===== config.mk =====
export PLATFORM = sky130hd
export DESIGN_NAME = add_bus_bit_line_clock_select
export DESIGN_NICKNAME = d
export VERILOG_FILES = /design/src/hdl/sync_edge.v /design/src/hdl/add_bus_bit_line_clock_select.v
export VERILOG_INCLUDE_DIRS = /design/src /design/src/hdl
export SDC_FILE = /design/constraint.sdc
export NUM_CORES = 1
export LEC_CHECK = 0
export ABC_AREA = 1
export BUFFER_PORTS_ARGS = -buffer_cell sky130_fd_sc_hd__buf_2
export CORE_MARGIN = 3
export CORE_UTILIZATION = 45
export DETAILED_ROUTE_END_ITERATION = 10
export GPL_ROUTABILITY_DRIVEN = 0
export GPL_TIMING_DRIVEN = 0
export PLACE_DENSITY = 0.87
export SLEW_MARGIN = 5
export SYNTH_ARGS = -nofsm -noshare
export SYNTH_HDL_FRONTEND = slang
export SYNTH_SLANG_ARGS = --single-unit

===== constraint.sdc =====
create_clock -name pclk -period 1.8 [get_ports pclk]
set_clock_uncertainty 0.2 [all_clocks]
set_input_delay 0.36 -clock pclk [delete_from_list [all_inputs] [get_ports pclk]]
set_output_delay 0.36 -clock pclk [all_outputs]
set_load 0.1 [all_outputs]

===== src/hdl/add_bus_line_consts.vh =====
// Behaviour
// - The shared input feeds the channel 3 add data bus when that bus is enabled, otherwise it is the channel 11 line clock.
// - In bus mode the shared input is captured with add data bits 6..0 on each falling edge of the add bus clock.
// - The source drives the shared input as bit 7 of the add byte and the device places it in the most significant bit.
// - In line mode the recovered clock captures the channel 11 line data, on its falling edge by default.
// - For DS3/E3 the capture moves to the rising edge when the clock invert bit, bit 1 of the channel 11 I/O control register, is one.
// - For STS-1 the capture always stays on the falling edge whatever the invert bit says.
`ifndef ADD_BUS_LINE_CONSTS_VH
`define ADD_BUS_LINE_CONSTS_VH
// ---------------------------------------------------------------
// Register map (byte addresses, plus the channel 11 I/O control word index)
// ---------------------------------------------------------------
`define LINE_IO_CTRL_CH11_IDX  16'hcf01
`define LINE_IO_CTRL_CH11_ADDR 18'h33c04
`define MODE_CTRL_ADDR         18'h00000
`define STATUS_ADDR            18'h00004
`define ADD_DATA_ADDR          18'h00008
`define LINE_DATA_ADDR         18'h0000c
// ---------------------------------------------------------------
// Fields and reset values
// ---------------------------------------------------------------
`define CLK_INV_BIT            1
`define MODE_BUS_EN_BIT        0
`define MODE_STS1_BIT          1
`define LINE_IO_CTRL_RESET     8'h00
`define MODE_CTRL_RESET        2'h0
`define ADDR_W                 18
`endif


===== src/hdl/sync_edge.v =====
`timescale 1ns/10ps
// Two-flop synchroniser with rise and fall pulses
module sync_edge
(
  input  wire pclk,     // System clock
  input  wire presetn,  // Async reset, active low
  input  wire async_in, // Input from outside domain
  output wire level,    // Synchronised level
  output wire rise,     // One-cycle rising edge pulse
  output wire fall      // One-cycle falling edge pulse
);
  reg s1;
  reg s2;
  reg s3;
  reg [2:0] warm;

  // ---------------------------------------------------------------
  // Synchroniser and edge history
  // ---------------------------------------------------------------
  always @(posedge pclk or negedge presetn)
  begin
    if (!presetn)
    begin
      s1 <= 1'b0;
      s2 <= 1'b0;
      s3 <= 1'b0;
    end
    else
    begin
      s1 <= async_in;
      s2 <= s1;
      s3 <= s2;
    end
  end

  // Edges held off until the history flop holds a real pin sample, so no false edge after reset
  always @(posedge pclk or negedge presetn)
  begin
    if (!presetn)
      warm <= 3'h0;
    else
      warm <= {warm[1:0], 1'b1};
  end

  assign level = s2;
  assign rise  = s2 & ~s3 & warm[2];
  assign fall  = ~s2 & s3 & warm[2];
endmodule // sync_edge


===== src/hdl/add_bus_bit_line_clock_select.v =====
// Chosen here: the APB register port.
`timescale 1ns/10ps
`include "add_bus_line_consts.vh"
// Shared input routing between channel 3 add bus bit 7 and channel 11 line clock
module add_bus_bit_line_clock_select
(
  input  wire        pclk,                // APB clock, 125 MHz
  input  wire        presetn,             // Async reset, active low
  input  wire        psel,                // APB select
  input  wire        penable,             // APB enable
  input  wire        pwrite,              // APB direction
  input  wire [17:0] paddr,               // APB byte address
  input  wire [31:0] pwdata,              // APB write data
  output reg  [31:0] prdata,              // APB read data
  output wire        pready,              // APB ready
  output wire        pslverr,             // APB error
  input  wire        shared_input_bit7,   // Shared pin
  input  wire        add_bus_ch3_clock,   // Add bus clock
  input  wire [6:0]  add_bus_ch3_data_lo, // Add data bits 6..0
  input  wire        line_data_in_ch11,   // Channel 11 line data
  output reg  [7:0]  add_bus_ch3_byte,    // Captured add byte
  output reg         add_bus_ch3_valid,   // Add byte strobe
  output reg         line_bit_ch11,       // Captured line bit
  output reg         line_bit_valid       // Line bit strobe
);
  reg  [7:0] line_io_control_ch11;
  reg  [1:0] mode_ctrl;
  reg  [6:0] lo_s1;
  reg  [6:0] lo_s2;
  reg  [6:0] lo_s3;
  reg        ld_s1;
  reg        ld_s2;
  reg        ld_s3;
  reg        sh_d;
  reg        next_line_bit_valid;
  reg [31:0] next_prdata;
  wire       bus_en;
  wire       use_rise;
  wire       bclk_fall;
  wire       lclk_rise;
  wire       lclk_fall;
  wire       sh_level;
  wire       sh_rise;
  wire       sh_fall;
  wire       wr;
  wire       rd_ok;

  // ---------------------------------------------------------------
  // Synchronisers and edge finders
  // ---------------------------------------------------------------
  sync_edge u_bclk
  (
    .pclk     (pclk),
    .presetn  (presetn),
    .async_in (add_bus_ch3_clock),
    .level    (),
    .rise     (),
    .fall     (bclk_fall)
  );

  sync_edge u_shared
  (
    .pclk     (pclk),
    .presetn  (presetn),
    .async_in (shared_input_bit7),
    .level    (sh_level),
    .rise     (sh_rise),
    .fall     (sh_fall)
  );

  // Data bits delayed to match the edge detector, so all eight bits share one sample
  always @(posedge pclk or negedge presetn)
  begin
    if (!presetn)
    begin
      lo_s1 <= 7'h00;
      lo_s2 <= 7'h00;
      lo_s3 <= 7'h00;
      ld_s1 <= 1'b0;
      ld_s2 <= 1'b0;
      ld_s3 <= 1'b0;
      sh_d  <= 1'b0;
    end
    else
    begin
      sh_d  <= sh_level;
      lo_s1 <= add_bus_ch3_data_lo;
      lo_s2 <= lo_s1;
      lo_s3 <= lo_s2;
      ld_s1 <= line_data_in_ch11;
      ld_s2 <= ld_s1;
      ld_s3 <= ld_s2;
    end
  end

  // Mode selection
  assign bus_en    = mode_ctrl[`MODE_BUS_EN_BIT];
  assign lclk_rise = ~bus_en & sh_rise;
  assign lclk_fall = ~bus_en & sh_fall;
  assign use_rise  = line_io_control_ch11[`CLK_INV_BIT]
                     & ~mode_ctrl[`MODE_STS1_BIT];

  // ---------------------------------------------------------------
  // Capture paths
  // ---------------------------------------------------------------
  always @*
  begin
    next_line_bit_valid = use_rise ? lclk_rise : lclk_fall;
  end

  // Add byte on bus clock fall, line bit on selected line clock edge
  always @(posedge pclk or negedge presetn)
  begin
    if (!presetn)
    begin
      add_bus_ch3_byte  <= 8'h00;
      add_bus_ch3_valid <= 1'b0;
      line_bit_ch11     <= 1'b0;
      line_bit_valid    <= 1'b0;
    end
    else
    begin
      add_bus_ch3_valid <= bus_en & bclk_fall;
      if (bus_en && bclk_fall)
        add_bus_ch3_byte <= {sh_d, lo_s3};
      line_bit_valid <= next_line_bit_valid;
      if (next_line_bit_valid)
        line_bit_ch11 <= ld_s3;
    end
  end

  // ---------------------------------------------------------------
  // APB slave, zero wait states
  // ---------------------------------------------------------------
  assign pready  = 1'b1;
  assign wr      = psel & penable & pwrite;
  assign rd_ok   = (paddr == `LINE_IO_CTRL_CH11_ADDR) | (paddr == `MODE_CTRL_ADDR) |
                   (paddr == `STATUS_ADDR) | (paddr == `ADD_DATA_ADDR) |
                   (paddr == `LINE_DATA_ADDR);
  assign pslverr = psel & penable & ~rd_ok;

  // Register writes
  always @(posedge pclk or negedge presetn)
  begin
    if (!presetn)
    begin
      line_io_control_ch11 <= `LINE_IO_CTRL_RESET;
      mode_ctrl            <= `MODE_CTRL_RESET;
    end
    else if (wr)
    begin
      if (paddr == `LINE_IO_CTRL_CH11_ADDR)
        line_io_control_ch11 <= pwdata[7:0];
      if (paddr == `MODE_CTRL_ADDR)
        mode_ctrl <= pwdata[1:0];
    end
  end

  // Read mux
  always @*
  begin
    case (paddr)
      `LINE_IO_CTRL_CH11_ADDR: next_prdata = {24'h000000, line_io_control_ch11};
      `MODE_CTRL_ADDR:         next_prdata = {30'h0, mode_ctrl};
      `STATUS_ADDR:            next_prdata = {29'h0, use_rise, sh_level, bus_en};
      `ADD_DATA_ADDR:          next_prdata = {24'h000000, add_bus_ch3_byte};
      `LINE_DATA_ADDR:         next_prdata = {31'h0, line_bit_ch11};
      default:                 next_prdata = 32'h00000000;
    endcase
  end

  // Read data taken in the setup cycle and held through the access cycle
  always @(posedge pclk or negedge presetn)
  begin
    if (!presetn)
      prdata <= 32'h00000000;
    else if (psel && !penable)
      prdata <= next_prdata;
  end
endmodule // add_bus_bit_line_clock_select


======== Word-level counts from Yosys, hierarchy flattened ========
Cells that the tools add are included.
operators by class
  equal/unequal tests ..................... 4
  multiplexer cells ....................... 2
  bitwise logic cells ..................... 23
  reduce and logical (&&, ||, !) cells .... 6
operator list
  kind                                                                    number
  8-bit case mux with 5 select lines                                      1
  18-bit by 4-bit equality test with 1-bit output, second input constant  2
  18-bit equality test, second input constant                             1
  18-bit by 3-bit equality test with 1-bit output, second input constant  1
  18-bit zero test                                                        1
  1-bit bitwise AND                                                       13
  1-bit NOT                                                               6
  1-bit OR                                                                4
  2-bit AND reduction                                                     2
  1-bit logical AND                                                       2
  1-bit zero test                                                         1
  1-bit 2-to-1 mux                                                        1
word-level totals
  register bits ........................... 89
  input port bits ......................... 65
  output and inout bits ................... 45
  logic and storage cells ................. 56

======== Depth between registers and ports, before layout ========
Gate-level depths: netlist (run 1).
  word-level depth ........................ 7
  mapped depth ............................ 10
  gate-level depth less buffers ........... 10

======== Hierarchy ========
Synthesis (run 1) repeated with hierarchy kept, for this count alone.
unflattened totals
  cells, all modules ...................... 280
  area, all modules ....................... 2653.8 sq um
by module, submodules not included
  module                         instances  cells an instance  area an instance (sq um)  sequential area each (sq um)
  add_bus_bit_line_clock_select  1          258                2316.0                    1351.3
  sync_edge                      2          11                 168.9                     150.1

======== Least setup slack after synthesis (run 1) ========
Ideal clock, no wire load.
  kind .................................... input to output
  start ................................... input port paddr[7]
  end ..................................... output port pslverr
  data arrival time ....................... 3.717 ns
  data required time ...................... 1.240 ns
  path slack .............................. -2.477 ns
  stages on the path ...................... 7
  buffers on the path ..................... 1
  path through ............................ nor2_1 nand2_2 nor2_4 nand2_4 nor2_8 buf_8 nor4_1
between the ends
  word-level cells in the longest chain between the ends .. 7
  elaborated cells between the ends (all ways) .. 11
  classes of those cells .................. eq/ne (4); bitwise (6); reduce/logical (1)
ends and longest elaborated chain
  what                                                                       line                                 RTL
  start, declared                                                            add_bus_bit_line_clock_select.v:12   input wire [17:0] paddr,
  18-bit equality test (no line) / 18-bit zero test (equally long branches)  n/a
  1-bit OR (3 in a row)                                                      add_bus_bit_line_clock_select.v:137  assign rd_ok = (paddr == `LINE_IO_CTRL_CH11_ADDR) | (paddr == `MODE_CTRL_ADDR) |
  1-bit OR (*)                                                               add_bus_bit_line_clock_select.v:137
  1-bit NOT (*)                                                              add_bus_bit_line_clock_select.v:140  assign pslverr = psel & penable & ~rd_ok;
  1-bit bitwise AND (*)                                                      add_bus_bit_line_clock_select.v:140
  end, declared                                                              add_bus_bit_line_clock_select.v:16   output wire pslverr,
Mark *: on every way between the ends. The rest lies on a longest branch, timed or not.

======== Final worst setup path (run 1) ========
  start ................................... input port paddr[9]
  end ..................................... output port pslverr
The elaborated chain is that of the path after synthesis.

==> results of run 1 <==
where the power goes:
group / internal (mW) / switching (mW)
sequential: 1.43 / 0.0153
combinational: 0.128 / 0.375
clock: 0.926 / 0.551
metal layers:
metal / part of all wire / GRT usage / vias up / routed length (microns)
met3: 0.084 / 0.0636 / 21 / 505
met4: 0.026 / 0.0714 / 0 / 153
met2: 0.53 / 0.327 / 126 / 3160
li1: - / - / 996 / -
met1: 0.36 / 0.206 / 949 / 2160
met5: 0 / 0 / - / 0
placed cells by master, fill, tap and decap left out:
cell type,synthesis,final
clkinv_2,0,1
nor2_1,14,5
buf_4,26,34
nor2_4,4,10
nand4_1,8,8
inv_1,25,24
dfrtp_1,62,62
nand3_1,15,11
dlygate4sd3_1,0,11
nand3_2,1,4
inv_2,0,1
clkinvlp_4,0,1
clkbuf_4,0,1
buf_6,0,8
inv_6,0,2
nand3_4,1,2
buf_2,1,48
conb_1,2,26
clkbuf_8,0,9
nor2_8,1,1
o21ai_1,3,3
nand2_4,1,3
bufinv_16,0,3
nor2_2,1,4
o21ai_0,15,15
nor4_4,1,2
buf_8,1,5
nand2_1,72,68
nand2_2,5,7
through the flow:
step,instances,hold WS [ns],cell area [sq um],setup TNS (ns),setup slack (ns)
after floorplan,284,-0.136,2700,-0.646,-0.646
after global placement,414,0.131,3090,-0.440,-0.437
after detailed placement,414,0.135,3090,-0.466,-0.457
after CTS,446,0.0452,3620,-0.0889,-0.0889
after global routing,449,0.0566,3670,-0.189,-0.189
final,449,0.0523,3670,-0.132,-0.132
what timing repair did:
action	in CTS	in global routing
endpoints found under the hold margin	10	62
endpoints found under the setup margin	1	2
gates resized for setup	37	6
hold buffers	10	1
pin swaps	14	6
buffers inserted	7	2
final timing paths:
kind | startpoint | endpoint | cells after the start
max | paddr[9] | pslverr | 9
min | pwdata[6] | line_io_control_ch11[6]$_DFFE_PN0P_ | 3
max reg2reg | mode_ctrl[0]$_DFFE_PN0P_ | add_bus_ch3_byte[4]$_DFFE_PN0P_ | 4
min reg2reg | lo_s1[5]$_DFF_PN0_ | lo_s2[5]$_DFF_PN0_ | 0
max in group asynchronous | presetn | lo_s1[6]$_DFF_PN0_ | 2
min in group asynchronous | presetn | prdata[0]$_DFFE_PN0P_ | 2
registers in the layout, summed over array words and instances, names as in the netlist, 2 cells and up:
| register | flops |
|---|---|
| prdata | 8 |
| line_io_control_ch11 | 8 |
| mode_ctrl | 2 |
| lo_s1 | 7 |
| add_bus_ch3_byte | 8 |
| lo_s2 | 7 |
| u_bclk.warm | 3 |
| lo_s3 | 7 |
final cells by class:
type | instances | area, sq um | area share
Inverter | 25 | 93.8 | 0.0255
Buffer | 27 | 204 | 0.0555
Multi-Input combinational cell | 169 | 920 | 0.250
Clock inverter | 7 | 120 | 0.0327
Sequential cell | 62 | 1550 | 0.422
Tap cell | 70 | 87.6 | 0.0238
Timing Repair Buffer | 80 | 574 | 0.156
Clock buffer | 9 | 124 | 0.0337
worst max-delay path: cells and delay by family:
family	cells	cell delay, ns
simple gates	6	0.54
buf+inv	3	0.47
kinds of logic (layout without fill, tap and decap cells):
group	Yosys count	after routing	synth area share
buffers and inverters	53	148	0.120
other	2	26	0.00292
AOI/OAI and AO/OA	18	18	0.0350
DFF	62	62	0.603
and+or+nand+nor	125	125	0.240
==> results.tsv, run 1 <==
stage	metric	value	unit
status	status	complete, but fails checks	
status	violations	setup timing	
sta	drv_slew	0	
sta	rsz0062_at_grt	yes	
finish	drive_gt1_frac	0.385	
sta	setup_viol	1	
logic_synthesis	ys_types	21	
routing	final_antenna_net_count	0	
finish	syn_to_final_growth	42.7	%
power_and_ir_drop	finalPower	3.43	mW
cts	cts_htree_levels	3	
grt	grt_start_max_net_pins	63	
setup_path	criticalPathCategory	input port to output pin	
power_and_ir_drop	leakagePower	1.95	nW
logic_synthesis	synth_top_area_frac	0.603	
logic_synthesis	yosys_warnings	0	
floorplanning	ioPinCount	110	
sta	period_share	1.07	
logic_synthesis	synthMostInstantiatedCell	nand2_1	
place	port_buffers	60	
job	drv_cap	0	
grt	antenna_found_initial	0	
finish	fillers	381	
routing	wirelength	5.98	mm
floorplanning	start_util	0.486	
setup_path	cp-end-kind	output pin	
logic_synthesis	synth-seq-area-share	0.603	
cts	cts.reportedPaths.clkPinSlew	0.07	ns
finish	post-route-util	0.693	
setup_path	cp.arrival	1.37	ns
routing	drtIter0Drc	221	
logic_synthesis	async_flop_share	1.00	
place	dp_hpwl	3.70	mm
power_and_ir_drop	vdd_drop_max	0.000775	V
sta	clock.fmax	518	MHz
grt	gr-total-overflow	0	
min_path	worstHoldPathType	input port to flop	
grt	grt_pass1_wl	9.13	mm
floorplanning	fp.dieArea	0.00667	sq mm
cts	cts_buffers	9	
cts	clk-insertion-delay-late	0.34	ns
logic_synthesis	ys_ff_latch	62	
floorplanning	die_x	81.6	microns
routing	drc	0	
logic_synthesis	synth_area_per_cell	9.90	sq um
cts	clock_tree.buffer_depth	2	
routing	vias	2092	
cts	cts_root_buf	clkbuf_8	
sta	worst_pin_slew	0.742	ns
power_and_ir_drop	power_density	933	mW/mm^2
sta	slew_headroom	0.505	
finish	layout.nets	439	
routing	vias_per_cell	4.66	
logic_synthesis	synthTopCellsByCount	72 x nand2_1, 62 x dfrtp_1, 26 x buf_4	
sta	post-route-min-period	1.93	ns
sta	setup_ws	-0.132	ns
logic_synthesis	synth_area	0.00257	sq mm
logic_synthesis	synth_area_leader_cell	dfrtp_1	
routing	drt_pass1_iterations	4	
setup_path	start_kind	input port	
logic_synthesis	synth_edf_count	0	
setup_path	crit_top_cell	buf_6	
setup_path	crit_chain	buf_6 -> nor2_4 -> nand2_2 -> nor2_4 -> buf_6 -> nand3_4 -> nand2_4 -> nor4_4 -> buf_6	
floorplanning	core_area	0.00530	sq mm
grt	grt_usage	0.185	
sta	hold_violations	0	
grt	grt_pass1_vias	2031	
logic_synthesis	syn_inst	260	
floorplanning	rows	26	
cts	cts.sinks	62	
finish	num_antenna_cells	0	
floorplanning	die_h	81.6	microns
cts	tritoncts	done	
setup_path	required	1.24	ns
setup_path	crit_path_top_delay_cell	buf_6	
setup_path	cpPeakStageDelay	0.26	ns
logic_synthesis	synth_flop_cell	dfrtp_1	
setup_path	path_max_fanout	5	
setup_path	r2r_slack	0.24	ns
logic_synthesis	synth.area.top_cells	dfrtp_1 60%, nand2_1 10%, buf_4 7.6%	
routing	wl_per_cell	13.3	microns
(Power assumes the default switching activity.)
==> run 2: changes to the inputs <==
--- a/config.mk
+++ b/config.mk
@@ -8,12 +8,14 @@
 export LEC_CHECK = 0
 export ABC_AREA = 1
 export BUFFER_PORTS_ARGS = -buffer_cell sky130_fd_sc_hd__buf_2
+export CELL_PAD_IN_SITES_DETAIL_PLACEMENT = 1
+export CELL_PAD_IN_SITES_GLOBAL_PLACEMENT = 1
 export CORE_MARGIN = 3
-export CORE_UTILIZATION = 45
+export CORE_UTILIZATION = 35
 export DETAILED_ROUTE_END_ITERATION = 10
 export GPL_ROUTABILITY_DRIVEN = 0
 export GPL_TIMING_DRIVEN = 0
-export PLACE_DENSITY = 0.87
+export PLACE_DENSITY = 0.91
 export SLEW_MARGIN = 5
 export SYNTH_ARGS = -nofsm -noshare
 export SYNTH_HDL_FRONTEND = slang
==> run 2 against run 1 <==
  * The run still ends with setup timing left
  * Die area increased by 26%
  * Cell count increased by 6.0%
  * Setup slack got worse by 0.053 ns
  * Power decreased by 7.3%
  * Sequential share of layout area increased by 0.17 points
  * Cell area decreased by 0.41%
  * Wire length increased by 18%
  * Critical path type unchanged
  * Critical endpoint unchanged
  * Largest power group is now registers
==> results.tsv, run 2 (synthesized netlist as in run 1, its figures left out) <==
stage	metric	value	unit	change
sta	drv_slew	0		unchanged
sta	worst_pin_slew	0.764	ns	was 0.742 ns
grt	grt_pass1_wl	10.5	mm	was 9.13 mm
setup_path	critical-path-top-delay-family	simple AND/OR/NAND/NOR gates		unchanged
routing	met3_length	491	microns	was 505 microns
sta	worst_hold_slack	0.0535	ns	was 0.0523 ns
setup_path	criticalPathCategory	input port to output pin		unchanged
finish	mostFrequentLayoutCells	68 x nand2_1, 62 x dfrtp_1, 50 x buf_2		was 68 x nand2_1, 62 x dfrtp_1, 48 x buf_2
routing	wirelength	7.03	mm	was 5.98 mm
grt	grt_pass1_vias	2244		was 2031
status	status	complete, but fails checks		unchanged
power_and_ir_drop	vdd_drop_max	0.000497	V	was 0.000775 V
cts	cts.sinks	62		unchanged
power_and_ir_drop	finalPower	3.18	mW	was 3.43 mW
place	dp_slack	-0.483	ns	was -0.457 ns
finish	layout.nets	440		was 439
finish	num_antenna_cells	0		unchanged
floorplanning	fp.dieArea	0.00842	sq mm	was 0.00667 sq mm
power_and_ir_drop	switchingPower	0.905	mW	was 0.941 mW
sta	setup_ws	-0.185	ns	was -0.132 ns
sta	hold_violations	0		unchanged
sta	slew_headroom	0.491		was 0.505
power_and_ir_drop	seq_power_share	0.456		was 0.423
floorplanning	die_x	91.8	microns	was 81.6 microns
power_and_ir_drop	leakagePower	1.93	nW	was 1.95 nW
job	drv_cap	0		unchanged
cts	cts_buffers	9		unchanged
finish	reg_top3	add_bus_ch3_byte (8), line_io_control_ch11 (8), prdata (8)		unchanged
power_and_ir_drop	clockPowerShare	0.384		was 0.431
finish	final_common_cell	nand2_1		unchanged
cts	cts_root_buf	clkbuf_8		unchanged
routing	highest_layer	met4		unchanged
floorplanning	core_area	0.00694	sq mm	was 0.00530 sq mm
status	violations	setup timing		unchanged
sta	clock.fmax	504	MHz	was 518 MHz
routing	drtIter0Drc	100		was 221
setup_path	cp-end-kind	output pin		unchanged
cts	clock_tree.buffer_depth	2		unchanged
setup_path	required	1.24	ns	about the same
setup_path	cpPeakStageDelay	0.20	ns	was 0.26 ns
setup_path	timing.critical_path.buf_inv	2		was 3
floorplanning	ioPinCount	110		unchanged
sta	period_share	1.10		was 1.07
cts	clk-insertion-delay-late	0.34	ns	about the same
cts	cts_htree_levels	3		unchanged
setup_path	crit_path_top_delay_cell	nor2_4		was buf_6
grt	grt_usage	0.160		was 0.185
routing	final_antenna_net_count	0		unchanged
finish	syn_to_final_growth	42.1	%	was 42.7%
sta	fin_setup_tns	-0.234	ns	was -0.132 ns
routing	wirelength_met1	2.61	mm	was 2.16 mm
place	placed_cell_area	0.00312	sq mm	was 0.00309 sq mm
power_and_ir_drop	power.internal	2.27	mW	was 2.49 mW
power_and_ir_drop	p_comb_frac	0.159		was 0.147
min_path	worstHoldPathType	input port to flop		unchanged
grt	gr-total-overflow	0		unchanged
cts	cts.reportedPaths.clkPinSlew	0.06	ns	was 0.07 ns
sta	setup_viol	3		was 1
setup_path	path_max_fanout	4		was 5
place	port_buffers	60		unchanged
routing	wl_per_cell	14.8	microns	was 13.3 microns
floorplanning	rows	30		was 26
sta	post-route-min-period	1.99	ns	was 1.93 ns
grt	grt_start_max_net_pins	63		unchanged
finish	finalInstanceArea	0.00366	sq mm	was 0.00367 sq mm
grt	antenna_found_initial	0		unchanged
routing	dr_wl_met2	3.65	mm	was 3.16 mm
routing	vias	2146		was 2092
setup_path	cp.arrival	1.43	ns	was 1.37 ns
floorplanning	die_h	91.8	microns	was 81.6 microns
power_and_ir_drop	swShare	0.285		was 0.274
cts	tritoncts	done		unchanged
routing	drc	0		unchanged
routing	drt_pass1_iterations	4		unchanged
routing	vias_per_cell	4.51		was 4.66
power_and_ir_drop	power_density	868	mW/mm^2	was 933 mW/mm^2
sta	rsz0062_at_grt	yes		unchanged
floorplanning	start_util	0.371		was 0.486
setup_path	start_kind	input port		unchanged
setup_path	crit_chain	buf_2 -> nor2_4 -> nand2_4 -> nor2_4 -> nand3_2 -> nand2_4 -> nor4_4 -> buf_6		was buf_6 -> nor2_4 -> nand2_2 -> nor2_4 -> buf_6 -> nand3_4 -> nand2_4 -> nor4_4 -> buf_6
finish	drive_gt1_frac	0.382		was 0.385
place	dp_hpwl	4.23	mm	was 3.70 mm
-- run 2: final cells by class --
cell class,count,area (sq um)
clock inverter,3,42.5
tap,96,120
multi-input combinational,169,927
fill,797,3280
sequential,62,1550
inverter,25,93.8
clock buffer,13,159
buffer,27,204
timing repair buffer,81,562
-- run 2: worst reg2reg max path, delay by kind of cell, from the launching register on --
family / cells / cell delay, ns
flops: 1 / 0.39
compound gates: 1 / 0.10
buf+inv: 2 / 0.37
simple gates: 1 / 0.38
-- run 2: metrics by stage --
stage | instances | utilization
floorplan | 284 | -
global placement | 440 | 0.449
detailed placement | 440 | 0.449
CTS | 472 | 0.512
global route | 476 | 0.527
finish | 476 | 0.527
-- run 2: worst paths after layout --
check	from	depth (start not counted)	slack, ns	to
worst max-delay path	paddr[5]	8	-0.19	pslverr
worst min-delay path	pwdata[4]	3	0.05	line_io_control_ch11[4]$_DFFE_PN0P_
worst max register to register	mode_ctrl[0]$_DFFE_PN0P_	4	0.23	add_bus_ch3_byte[5]$_DFFE_PN0P_
worst min register to register	lo_s1[3]$_DFF_PN0_	0	0.15	lo_s2[3]$_DFF_PN0_
max in group asynchronous	presetn	2	0.44	u_shared.s3$_DFF_PN0_
min in group asynchronous	presetn	2	0.43	prdata[1]$_DFFE_PN0P_
-- run 2: routing by layer --
metal,vias up,global-route usage
met1,1027,0.164
met3,28,0.0591
met2,96,0.298
met4,0,0.0495
li1,995,-
met5,-,0
-- run 2: repair_timing --
| item | in CTS | in global routing |
|---|---|---|
| buffers inserted | 7 | 3 |
| cloned | 0 | 0 |
| endpoints found under the hold margin | 10 | 62 |
| hold buffers | 10 | 1 |
| gates resized for setup | 20 | 20 |
| endpoints found under the setup margin | 1 | 3 |
| pin swaps | 10 | 9 |
-- run 2: power by group through the flow --
stage	sequential (mW)	combinational, mW	clock, mW
after floorplan	1.51	0.318	0
after global placement	1.47	0.440	0
after detailed placement	1.48	0.448	0
after CTS	1.45	0.482	1.27
after global routing	1.45	0.532	1.33
final	1.45	0.506	1.22
